$ cat src/ssw_params.svh
// Constants of the serial write-multiple handler and its monitor registers.
`ifndef SSW_PARAMS_SVH
`define SSW_PARAMS_SVH
`define SSW_FC_WRITE    8'h10
`define SSW_FC_WR_ERR   8'h90
`define SSW_ERR_ADDR    8'h02
`define SSW_ERR_QTY     8'h03
`define SSW_MAX_QTY     16
`define SSW_CRC_INIT    16'hFFFF
`define SSW_CRC_POLY    16'hA001
`define SSW_HDR_LEN     8'h07
`define SSW_TRAIL_LEN   9'h009
`define SSW_OK_LEN      4'h6
`define SSW_ERR_LEN     4'h3
`define SSW_MON_FIRST   16'h0010
`define SSW_MON_OPER    16'h0011
`define SSW_MON_SETERR  16'h0012
`define SSW_MON_RSVD    16'h0013
`define SSW_MON_FAULT1  16'h0014
`define SSW_MON_LAST    16'h0015
`define SSW_ZERO16      16'h0000
`endif

$ cat src/ssw_pkg.sv
// Types and the shared CRC step of the serial write-multiple handler.
`default_nettype none
`include "ssw_params.svh"
package ssw_pkg;
    typedef enum logic [2:0] {
        SSW_IDLE  = 3'b000,
        SSW_RECV  = 3'b001,
        SSW_CHECK = 3'b011,
        SSW_WRITE = 3'b010,
        SSW_REPLY = 3'b110,
        SSW_CRCHI = 3'b111,
        SSW_CRCLO = 3'b101
    } ssw_state_t;

    function automatic logic [15:0] ssw_crc_step(input logic [15:0] crc, input logic [7:0] data);
        logic [15:0] c;
        c = crc ^ {8'h00, data};
        for (int i = 0; i < 8; i++) begin
            c = c[0] ? ((c >> 1) ^ `SSW_CRC_POLY) : (c >> 1);
        end
        return c;
    endfunction
endpackage
`default_nettype wire

$ cat src/ssw_word_buf.sv
// Staging buffer for the data words of one write-multiple command.
`default_nettype none
module ssw_word_buf #(
    parameter int DW    = 16,
    parameter int DEPTH = 16,
    parameter int AW    = 4
) (
    // Clock
    input  wire logic          sys_clk,
    // Write side
    input  wire logic          wr_en,
    input  wire logic [AW-1:0] wr_addr,
    input  wire logic [DW-1:0] wr_data,
    // Read side
    input  wire logic [AW-1:0] rd_addr,
    output var  logic [DW-1:0] rd_data
);
    logic [DW-1:0] mem [DEPTH];

    always_ff @(posedge sys_clk) begin
        if (wr_en) begin
            mem[wr_addr] <= wr_data;
        end
        rd_data <= mem[rd_addr];
    end
endmodule // ssw_word_buf
`default_nettype wire

$ cat src/ssw_top.sv
// Write-multiple command handler and read-only monitor registers of the drive.
`default_nettype none
`include "ssw_params.svh"
// Notes on behaviour
// - Function 10H writes consecutive registers from start.
// - Byte count must equal twice the quantity.
// - Success reply echoes address, function, start, quantity.
// - Failure reply sends 90H, error code, CRC.
// - Monitor registers 0010H to 0015H are read only.
// - Operator status: alarm, fault, programming, PC.
// - First fault word holds fifteen trips, bit 4 zero.
// - Second fault word: external faults and more.
// - Reads limited to sixteen words, upper byte first.
module ssw_top (
    // Clock and reset
    input  wire logic        sys_clk,
    input  wire logic        resetn,
    // Station
    input  wire logic [7:0]  slave_addr,
    // Received bytes, frame end marked by the line-silence detector
    input  wire logic [7:0]  rx_data,
    input  wire logic        rx_valid,
    input  wire logic        rx_frame_end,
    // Reply bytes
    output logic      [7:0]  tx_data,
    output logic             tx_valid,
    input  wire logic        tx_ready,
    // Writes into the drive's register space
    output logic             reg_wr_en,
    output logic      [15:0] reg_wr_addr,
    output logic      [15:0] reg_wr_data,
    // Drive state
    input  wire logic [7:0]  drive_bits,
    input  wire logic        ref_via_link,
    input  wire logic        run_cmd_via_link,
    input  wire logic [3:0]  op_bits,
    input  wire logic [15:0] setting_error_num,
    input  wire logic [14:0] trip_flags,
    input  wire logic [4:0]  ext_fault,
    input  wire logic [7:0]  misc_fault,
    // Monitor read port
    input  wire logic [15:0] mon_rd_addr,
    output logic      [15:0] mon_rd_data
);
    // ==========================================================
    // Monitor registers
    logic [15:0] drive_status_r, op_status_r, set_err_r, fault1_r, fault2_r, mon_rd_data_r;
    logic [15:0] drive_status_nxt, op_status_nxt, set_err_nxt, fault1_nxt, fault2_nxt, mon_rd_nxt;

    always_comb begin
        drive_status_nxt = {run_cmd_via_link, ref_via_link, 6'h00, drive_bits};
        op_status_nxt    = {12'h000, op_bits};
        set_err_nxt      = setting_error_num;
        fault1_nxt       = {trip_flags[14:4], 1'b0, trip_flags[3:0]};
        fault2_nxt       = {1'b0, misc_fault, 2'b00, ext_fault};
        // Bits 15:8 go out first when the reader serialises a word.
        unique case (mon_rd_addr)
            `SSW_MON_FIRST:  mon_rd_nxt = drive_status_r;
            `SSW_MON_OPER:   mon_rd_nxt = op_status_r;
            `SSW_MON_SETERR: mon_rd_nxt = set_err_r;
            `SSW_MON_FAULT1: mon_rd_nxt = fault1_r;
            `SSW_MON_LAST:   mon_rd_nxt = fault2_r;
            default:         mon_rd_nxt = `SSW_ZERO16;
        endcase
    end

    always_ff @(posedge sys_clk) begin
        if (!resetn) begin
            drive_status_r <= `SSW_ZERO16;
            op_status_r    <= `SSW_ZERO16;
            set_err_r      <= `SSW_ZERO16;
            fault1_r       <= `SSW_ZERO16;
            fault2_r       <= `SSW_ZERO16;
            mon_rd_data_r  <= `SSW_ZERO16;
        end else begin
            drive_status_r <= drive_status_nxt;
            op_status_r    <= op_status_nxt;
            set_err_r      <= set_err_nxt;
            fault1_r       <= fault1_nxt;
            fault2_r       <= fault2_nxt;
            mon_rd_data_r  <= mon_rd_nxt;
        end
    end

    // ==========================================================
    // Command receive, check, write-out and reply
    ssw_pkg::ssw_state_t state_r, state_nxt;
    logic [7:0]  idx_r, idx_nxt, addr_r, addr_nxt, func_r, func_nxt, cnt_r, cnt_nxt;
    logic [7:0]  hi_r, hi_nxt, b1_r, b1_nxt, b2_r, b2_nxt, err_r, err_nxt;
    logic [7:0]  tx_data_r, tx_data_nxt, dpos;
    logic [15:0] start_r, start_nxt, qty_r, qty_nxt, crc_r, crc_nxt, d1_r, d1_nxt, d2_r, d2_nxt;
    logic [15:0] wr_addr_r, wr_addr_nxt, wr_data_r, wr_data_nxt, crc_base;
    logic [4:0]  wcnt_r, wcnt_nxt, widx_r, widx_nxt;
    logic [3:0]  tx_idx_r, tx_idx_nxt, rep_len;
    logic [16:0] last_reg;
    logic        tx_valid_r, tx_valid_nxt, pend_r, pend_nxt, wr_en_r, wr_en_nxt;
    logic        free, buf_we, in_rx;
    logic [3:0]  buf_rd_addr;
    logic [15:0] buf_rd_data;
    logic [7:0]  rep_byte;

    ssw_word_buf #(.DW(16), .DEPTH(`SSW_MAX_QTY), .AW(4)) u_buf (
        .sys_clk (sys_clk),
        .wr_en   (buf_we),
        .wr_addr (wcnt_r[3:0]),
        .wr_data ({hi_r, rx_data}),
        .rd_addr (buf_rd_addr),
        .rd_data (buf_rd_data)
    );

    always_comb begin
        state_nxt    = state_r;
        idx_nxt      = idx_r;
        addr_nxt     = addr_r;
        func_nxt     = func_r;
        cnt_nxt      = cnt_r;
        hi_nxt       = hi_r;
        b1_nxt       = b1_r;
        b2_nxt       = b2_r;
        err_nxt      = err_r;
        start_nxt    = start_r;
        qty_nxt      = qty_r;
        crc_nxt      = crc_r;
        d1_nxt       = d1_r;
        d2_nxt       = d2_r;
        wcnt_nxt     = wcnt_r;
        widx_nxt     = widx_r;
        tx_idx_nxt   = tx_idx_r;
        tx_data_nxt  = tx_data_r;
        tx_valid_nxt = tx_valid_r;
        pend_nxt     = 1'b0;
        wr_en_nxt    = pend_r;
        wr_data_nxt  = pend_r ? buf_rd_data : wr_data_r;
        wr_addr_nxt  = start_r + {11'h000, widx_r - 5'h01};
        buf_we       = 1'b0;
        buf_rd_addr  = widx_r[3:0];
        in_rx        = (state_r == ssw_pkg::SSW_IDLE) || (state_r == ssw_pkg::SSW_RECV);
        crc_base     = (state_r == ssw_pkg::SSW_IDLE) ? `SSW_CRC_INIT : crc_r;
        dpos         = idx_r - `SSW_HDR_LEN;
        last_reg     = {1'b0, start_r} + {1'b0, qty_r} - 17'h00001;
        free         = !tx_valid_r || tx_ready;
        rep_len      = (err_r != 8'h00) ? `SSW_ERR_LEN : `SSW_OK_LEN;
        unique case (tx_idx_r)
            4'h0:    rep_byte = addr_r;
            4'h1:    rep_byte = (err_r != 8'h00) ? `SSW_FC_WR_ERR : `SSW_FC_WRITE;
            4'h2:    rep_byte = (err_r != 8'h00) ? err_r : start_r[15:8];
            4'h3:    rep_byte = start_r[7:0];
            4'h4:    rep_byte = qty_r[15:8];
            default: rep_byte = qty_r[7:0];
        endcase

        if (in_rx && rx_valid) begin
            state_nxt = ssw_pkg::SSW_RECV;
            crc_nxt   = ssw_pkg::ssw_crc_step(crc_base, rx_data);
            d1_nxt    = crc_base;
            d2_nxt    = d1_r;
            b1_nxt    = rx_data;
            b2_nxt    = b1_r;
            idx_nxt   = (idx_r == 8'hFF) ? idx_r : idx_r + 8'h01;
            unique case (idx_r)
                8'h00: addr_nxt = rx_data;
                8'h01: func_nxt = rx_data;
                8'h02: start_nxt[15:8] = rx_data;
                8'h03: start_nxt[7:0] = rx_data;
                8'h04: qty_nxt[15:8] = rx_data;
                8'h05: qty_nxt[7:0] = rx_data;
                8'h06: cnt_nxt = rx_data;
                default: begin
                    if (dpos < cnt_r) begin
                        // Upper byte arrives first and waits for its lower half.
                        if (!dpos[0]) begin
                            hi_nxt = rx_data;
                        end else if (wcnt_r < 5'(`SSW_MAX_QTY)) begin
                            buf_we   = 1'b1;
                            wcnt_nxt = wcnt_r + 5'h01;
                        end
                    end
                end
            endcase
        end else if (state_r == ssw_pkg::SSW_RECV && rx_frame_end) begin
            state_nxt = ssw_pkg::SSW_CHECK;
        end

        unique case (state_r)
            ssw_pkg::SSW_CHECK: begin
                // Corrupt frames and frames for other stations get no reply at all.
                // The check word travels low byte first, so the earlier byte holds bits 7:0.
                if (idx_r < 8'h04 || {b1_r, b2_r} != d2_r || addr_r != slave_addr || func_r != `SSW_FC_WRITE) begin
                    state_nxt = ssw_pkg::SSW_IDLE;
                end else begin
                    if (start_r <= `SSW_MON_LAST && last_reg >= {1'b0, `SSW_MON_FIRST}) begin
                        err_nxt = `SSW_ERR_ADDR;
                    end else if (qty_r == 16'h0000 || qty_r > 16'(`SSW_MAX_QTY)
                                 || {8'h00, cnt_r} != {qty_r[14:0], 1'b0}
                                 || {1'b0, idx_r} != `SSW_TRAIL_LEN + {1'b0, cnt_r}) begin
                        err_nxt = `SSW_ERR_QTY;
                    end
                    state_nxt = (err_nxt != 8'h00) ? ssw_pkg::SSW_REPLY : ssw_pkg::SSW_WRITE;
                    crc_nxt   = `SSW_CRC_INIT;
                end
            end
            ssw_pkg::SSW_WRITE: begin
                if ({11'h000, widx_r} < qty_r) begin
                    pend_nxt = 1'b1;
                    widx_nxt = widx_r + 5'h01;
                end else if (!pend_r) begin
                    state_nxt = ssw_pkg::SSW_REPLY;
                end
            end
            ssw_pkg::SSW_REPLY, ssw_pkg::SSW_CRCHI, ssw_pkg::SSW_CRCLO: begin
                if (free) begin
                    tx_valid_nxt = 1'b1;
                    if (state_r == ssw_pkg::SSW_REPLY && tx_idx_r < rep_len) begin
                        tx_data_nxt = rep_byte;
                        crc_nxt     = ssw_pkg::ssw_crc_step(crc_r, rep_byte);
                        tx_idx_nxt  = tx_idx_r + 4'h1;
                    end else if (state_r == ssw_pkg::SSW_REPLY) begin
                        tx_data_nxt = crc_r[7:0];
                        state_nxt   = ssw_pkg::SSW_CRCHI;
                    end else if (state_r == ssw_pkg::SSW_CRCHI) begin
                        tx_data_nxt = crc_r[15:8];
                        state_nxt   = ssw_pkg::SSW_CRCLO;
                    end else begin
                        tx_valid_nxt = 1'b0;
                        state_nxt    = ssw_pkg::SSW_IDLE;
                    end
                end
            end
            default: ;
        endcase

        if (state_r != ssw_pkg::SSW_IDLE && state_nxt == ssw_pkg::SSW_IDLE) begin
            idx_nxt    = 8'h00;
            wcnt_nxt   = 5'h00;
            widx_nxt   = 5'h00;
            tx_idx_nxt = 4'h0;
            err_nxt    = 8'h00;
        end
    end

    always_ff @(posedge sys_clk) begin
        if (!resetn) begin
            state_r    <= ssw_pkg::SSW_IDLE;
            idx_r      <= 8'h00;
            addr_r     <= 8'h00;
            func_r     <= 8'h00;
            cnt_r      <= 8'h00;
            hi_r       <= 8'h00;
            b1_r       <= 8'h00;
            b2_r       <= 8'h00;
            err_r      <= 8'h00;
            start_r    <= `SSW_ZERO16;
            qty_r      <= `SSW_ZERO16;
            crc_r      <= `SSW_CRC_INIT;
            d1_r       <= `SSW_CRC_INIT;
            d2_r       <= `SSW_CRC_INIT;
            wcnt_r     <= 5'h00;
            widx_r     <= 5'h00;
            tx_idx_r   <= 4'h0;
            tx_data_r  <= 8'h00;
            tx_valid_r <= 1'b0;
            pend_r     <= 1'b0;
            wr_en_r    <= 1'b0;
            wr_addr_r  <= `SSW_ZERO16;
            wr_data_r  <= `SSW_ZERO16;
        end else begin
            state_r    <= state_nxt;
            idx_r      <= idx_nxt;
            addr_r     <= addr_nxt;
            func_r     <= func_nxt;
            cnt_r      <= cnt_nxt;
            hi_r       <= hi_nxt;
            b1_r       <= b1_nxt;
            b2_r       <= b2_nxt;
            err_r      <= err_nxt;
            start_r    <= start_nxt;
            qty_r      <= qty_nxt;
            crc_r      <= crc_nxt;
            d1_r       <= d1_nxt;
            d2_r       <= d2_nxt;
            wcnt_r     <= wcnt_nxt;
            widx_r     <= widx_nxt;
            tx_idx_r   <= tx_idx_nxt;
            tx_data_r  <= tx_data_nxt;
            tx_valid_r <= tx_valid_nxt;
            pend_r     <= pend_nxt;
            wr_en_r    <= wr_en_nxt;
            wr_addr_r  <= wr_addr_nxt;
            wr_data_r  <= wr_data_nxt;
        end
    end

    assign tx_data     = tx_data_r;
    assign tx_valid    = tx_valid_r;
    assign reg_wr_en   = wr_en_r;
    assign reg_wr_addr = wr_addr_r;
    assign reg_wr_data = wr_data_r;
    assign mon_rd_data = mon_rd_data_r;
endmodule // ssw_top
`default_nettype wire

$ cat config.mk
export PLATFORM = sky130hd
export DESIGN_NAME = ssw_top
export DESIGN_NICKNAME = d
export VERILOG_FILES = /design/src/ssw_pkg.sv /design/src/ssw_word_buf.sv /design/src/ssw_top.sv
export VERILOG_INCLUDE_DIRS = /design/src
export SDC_FILE = /design/constraint.sdc
export NUM_CORES = 1
export LEC_CHECK = 0
export BUFFER_PORTS_ARGS = -buffer_cell sky130_fd_sc_hd__buf_2
export CORE_UTILIZATION = 39
export DETAILED_ROUTE_END_ITERATION = 8
export GPL_TIMING_DRIVEN = 0
export PLACE_DENSITY_LB_ADDON = 0.12
export RECOVER_POWER = 50
export SLEW_MARGIN = 20
export SYNTH_ARGS = -nofsm -noshare
export SYNTH_HDL_FRONTEND = slang
export SYNTH_SLANG_ARGS = --single-unit
$ cat constraint.sdc
create_clock -name sys_clk -period 11.1 [get_ports sys_clk]
set_clock_uncertainty 0.2 [all_clocks]
set_input_delay 1.11 -clock sys_clk [delete_from_list [all_inputs] [get_ports sys_clk]]
set_output_delay 1.11 -clock sys_clk [all_outputs]
set_load 0.02 [all_outputs]
==> reports/metrics.csv <==
stage;metric;value;unit
power_and_ir_drop;ir_worst_vdd;0.000132;V
worst_setup_path;path_class;flop to flop;
global_route;antenna_found_initial;1;
sta;fmax;197;MHz
global_route;grt_pass1_wl;104000;um
sta;maxSlewHeadroom;26.6;%
cts;cts_root_buf;clkbuf_16;
final_layout;nNetsFinal;2405;
worst_setup_path;start_kind;flop;
route;detail_route.wirelength;69600;um
sta;tightest_slew;1100;ps
cts;post_cts_buffers;0;
sta;finalSetupViolCount;0;
route;dr_total_vias;16538;
die;die-area;61800;um2
synthesis;async_reset_ff_share;0;%
power_and_ir_drop;p_switching;1.10;mW
worst_setup_path;worstReg2RegEnd;u_buf.mem[0][8]$_DFFE_PP_;
cts;tritoncts;yes;
synthesis;syn_area;23700;um2
route;drt_iter0_markers;1137;
final_layout;insertedDiodeCount;0;
power_and_ir_drop;p_seq_share;46.4;%
final_layout;nFillCells;5542;
worst_setup_path;r2r_cells;13;
die;pin_count;153;
outcome;run_status;complete, no violations;
global_route;grt_pass1_vias;16600;
synthesis;synth.most_common_cell;dfxtp_1;
cts;cts_sinks;550;
synthesis;yosys_warnings;0;
worst_setup_path;worstPathArrival;5130;ps
sta;period_minus_slack;5070;ps
sta;final.period_utilization;45.7;%
min_path;holdPathEnd;mon_rd_data[4]$_SDFF_PN0_;
worst_setup_path;end_kind;flop;
cts;htree_levels;2;
die;die_h;249;um
final_layout;area_growth;16.8;%
global_route;overflow;0;
route;via_per_inst;5.37;
placement;gp_congestion;0.918;
min_path;hp-class;flop to flop;
synthesis;synth-edff-count;256;
worst_setup_path;path_max_fanout;16;
sta;whs;253;ps
worst_setup_path;critPathMaxStageDelay;890;ps
route;wire_per_inst;22.6;um
placement;hpwl;48100;um
synthesis;synth_top_area_share;32.4;%
die;rows;90;
synthesis;syn-instance-count;2026;
cts;post_cts_resized;0;
synthesis;syn_area_per_cell;11.7;um2
final_layout;seqCellArea;13600;um2
min_path;whs_path_depth;2;
die;core;60200;um2
synthesis;yosysUniqueCellTypes;72;
power_and_ir_drop;switching_share;23.3;%
power_and_ir_drop;power.share.clock;46.6;%
cts;clk_path_buf_depth;3;
synthesis;synth_flop_cell;dfxtp_1;
job;cap_violations;0;
final_layout;multi_input_area;9360;um2
cts;clk_pin_slew_worst_paths;60;ps
power_and_ir_drop;p_int;3.61;mW
global_route;grt_max_degree;20;
cts;clock_latency;640;ps
sta;fin_setup_tns;0;ps
power_and_ir_drop;leakage;9.93;nW
die;start_util;39.3;%
synthesis;synth_common_cells;294 x dfxtp_1, 256 x edfxtp_1, 215 x nand2_1;
worst_setup_path;r2r-start;idx_r[1]$_SDFFE_PP0P_;
sta;slew_violations;0;
worst_setup_path;crit_family;simple AND/OR/NAND/NOR gates;
min_path;min-delay-start;fault2_r[4]$_SDFF_PN0_;
worst_setup_path;reg2reg_slack;6030;ps
synthesis;yosysTopAreaCell;edfxtp_1;
synthesis;ys_seq_area_share;57.3;%
worst_setup_path;crit_slowest_cell;and3_1;
cts;hold_buffers;0;
synthesis;syn_nets;2187;
route;postRouteAntennaNets;0;
die;die_x;249;um
global_route;grtUsageTotal;22.4;%
power_and_ir_drop;pwr-share-comb;7.0;%
synthesis;synthTopCellsByArea;edfxtp_1 32%, dfxtp_1 25%, mux4_2 7.6%;
synthesis;ys_ff_latch;550;
cts;cts_made_buffers;59;
route;drtPass1Iterations;5;
sta;rsz0062_at_grt;false;
route;drc;0;
worst_setup_path;path_cells;ha_1 > clkbuf_1 > xor2_1 > ha_1 > o21a_1 > o21a_1 > o21a_1 > o21a_1 > o211ai_1 > and3_1 > clkbuf_1 > clkbuf_1 > and3_1;
final_layout;drive_gt1_share;13.9;%
sta;hold_violations;0;
worst_setup_path;worst-path-buf-inv;3;
worst_setup_path;path_common_cell;o21a_1;
placement;io_buffers;150;
worst_setup_path;crit_required;11150;ps
power_and_ir_drop;powerDensity;170;nW/um2
==> cell type report <==
| cell class | count | area share, % |
|---|---|---|
| Buffer | 116 | 1.65 |
| Clock buffer | 69 | 5.61 |
| Clock inverter | 43 | 2.28 |
| Inverter | 102 | 1.38 |
| Multi-Input combinational cell | 1258 | 33.8 |
| Sequential cell | 550 | 49.0 |
| Tap cell | 782 | 3.53 |
| Timing Repair Buffer | 157 | 2.71 |
==> placed cells by master, fill, tap and decap left out, drive strengths merged, types with 8 or more instances in the layout <==
cell type	netlist	layout
xnor2	89	89
mux2	13	13
a21oi	112	112
o211ai	25	25
xor2	30	30
edfxtp	256	256
inv	102	105
buf	17	103
and2	67	67
and3	20	20
a222oi	11	11
clkbuf	99	239
a22oi	10	10
nor4b	12	12
nor2b	12	12
o21ai	48	48
nor3b	8	8
nor2	128	128
or4	8	8
a21o	12	12
mux2i	42	42
a221oi	11	11
nand4	23	23
clkinv	0	24
nand3	89	89
nand2	215	215
nor4	16	16
ha	64	64
bufinv	0	14
nor3	26	26
o22ai	9	9
dfxtp	294	294
mux4	80	80
==> power by group through the flow <==
stage | sequential (mW) | clock, mW | combinational, mW
finish | 2.18 | 2.19 | 0.330
global route | 2.18 | 2.31 | 0.361
CTS | 2.18 | 2.23 | 0.331
detailed placement | 2.23 | 0 | 0.329
global placement | 2.22 | 0 | 0.327
floorplan | 2.21 | 0 | 0.217
==> worst max-delay path by stage <==
stage,to,start,slack [ps],depth (start not counted)
finish,u_buf.mem[0][8]$_DFFE_PP_,idx_r[1]$_SDFFE_PP0P_,6030,13
global route,u_buf.mem[0][8]$_DFFE_PP_,idx_r[0]$_SDFFE_PP0P_,5650,13
CTS,u_buf.mem[6][9]$_DFFE_PP_,idx_r[0]$_SDFFE_PP0P_,5910,13
detailed placement,u_buf.mem[6][11]$_DFFE_PP_,idx_r[0]$_SDFFE_PP0P_,5960,13
global placement,u_buf.mem[3][8]$_DFFE_PP_,idx_r[0]$_SDFFE_PP0P_,4940,11
floorplan,u_buf.mem[3][0]$_DFFE_PP_,idx_r[0]$_SDFFE_PP0P_,6930,11
==> worst min-delay path, cell delays in order, from the launching register on <==
cell and delay (ps):
dfxtp_1 300, nand2_1 50, a21oi_1 60
==> kinds of logic after synthesis <==
| logic type | Yosys count | synth area share (%) |
|---|---|---|
| flip-flops | 550 | 57.3 |
| adder cells (fa/ha/maj) | 67 | 3.59 |
| multiplexers | 135 | 9.99 |
| XOR/XNOR | 122 | 4.68 |
| buffers and inverters | 218 | 3.51 |
| AND/OR/NAND/NOR | 646 | 13.2 |
| AO/OA/AOI/OAI | 288 | 7.78 |
==> metal layers <==
metal | GRT usage, % | vias up | routed length [um]
met1 | 29.5 | 8182 | 30300
li1 | - | 7755 | -
met4 | 8.09 | 0 | 2200
met3 | 3.17 | 122 | 3230
met5 | 0 | - | 0
met2 | 37.7 | 479 | 33900
==> flip-flops by register name (all words and copies together) (netlist names), 10 cells and up <==
| register | flops |
|---|---|
| set_err_r | 16 |
| crc_r | 16 |
| drive_status_r | 10 |
| d1_r | 16 |
| u_buf.rd_data | 16 |
| fault2_r | 13 |
| u_buf.mem | 256 |
| fault1_r | 15 |
| qty_r | 16 |
| reg_wr_data | 16 |
| start_r | 16 |
| reg_wr_addr | 16 |
| mon_rd_data | 16 |
| d2_r | 16 |
==> per-stage QoR <==
step                area [um2]  util (%)  power, mW  setup slack, ps  cells
global placement         25400      42.2       2.55             4940   2958
detailed placement       25500      42.4       2.55             5960   2963
CTS                      27700      46.0       4.74             5910   3075
floorplan                23700         -       2.43             6930   2026
global route             27700      46.0       4.86             5650   3077
finish                   27700      46.0       4.70             6030   3077
(Power assumes the default switching activity.)
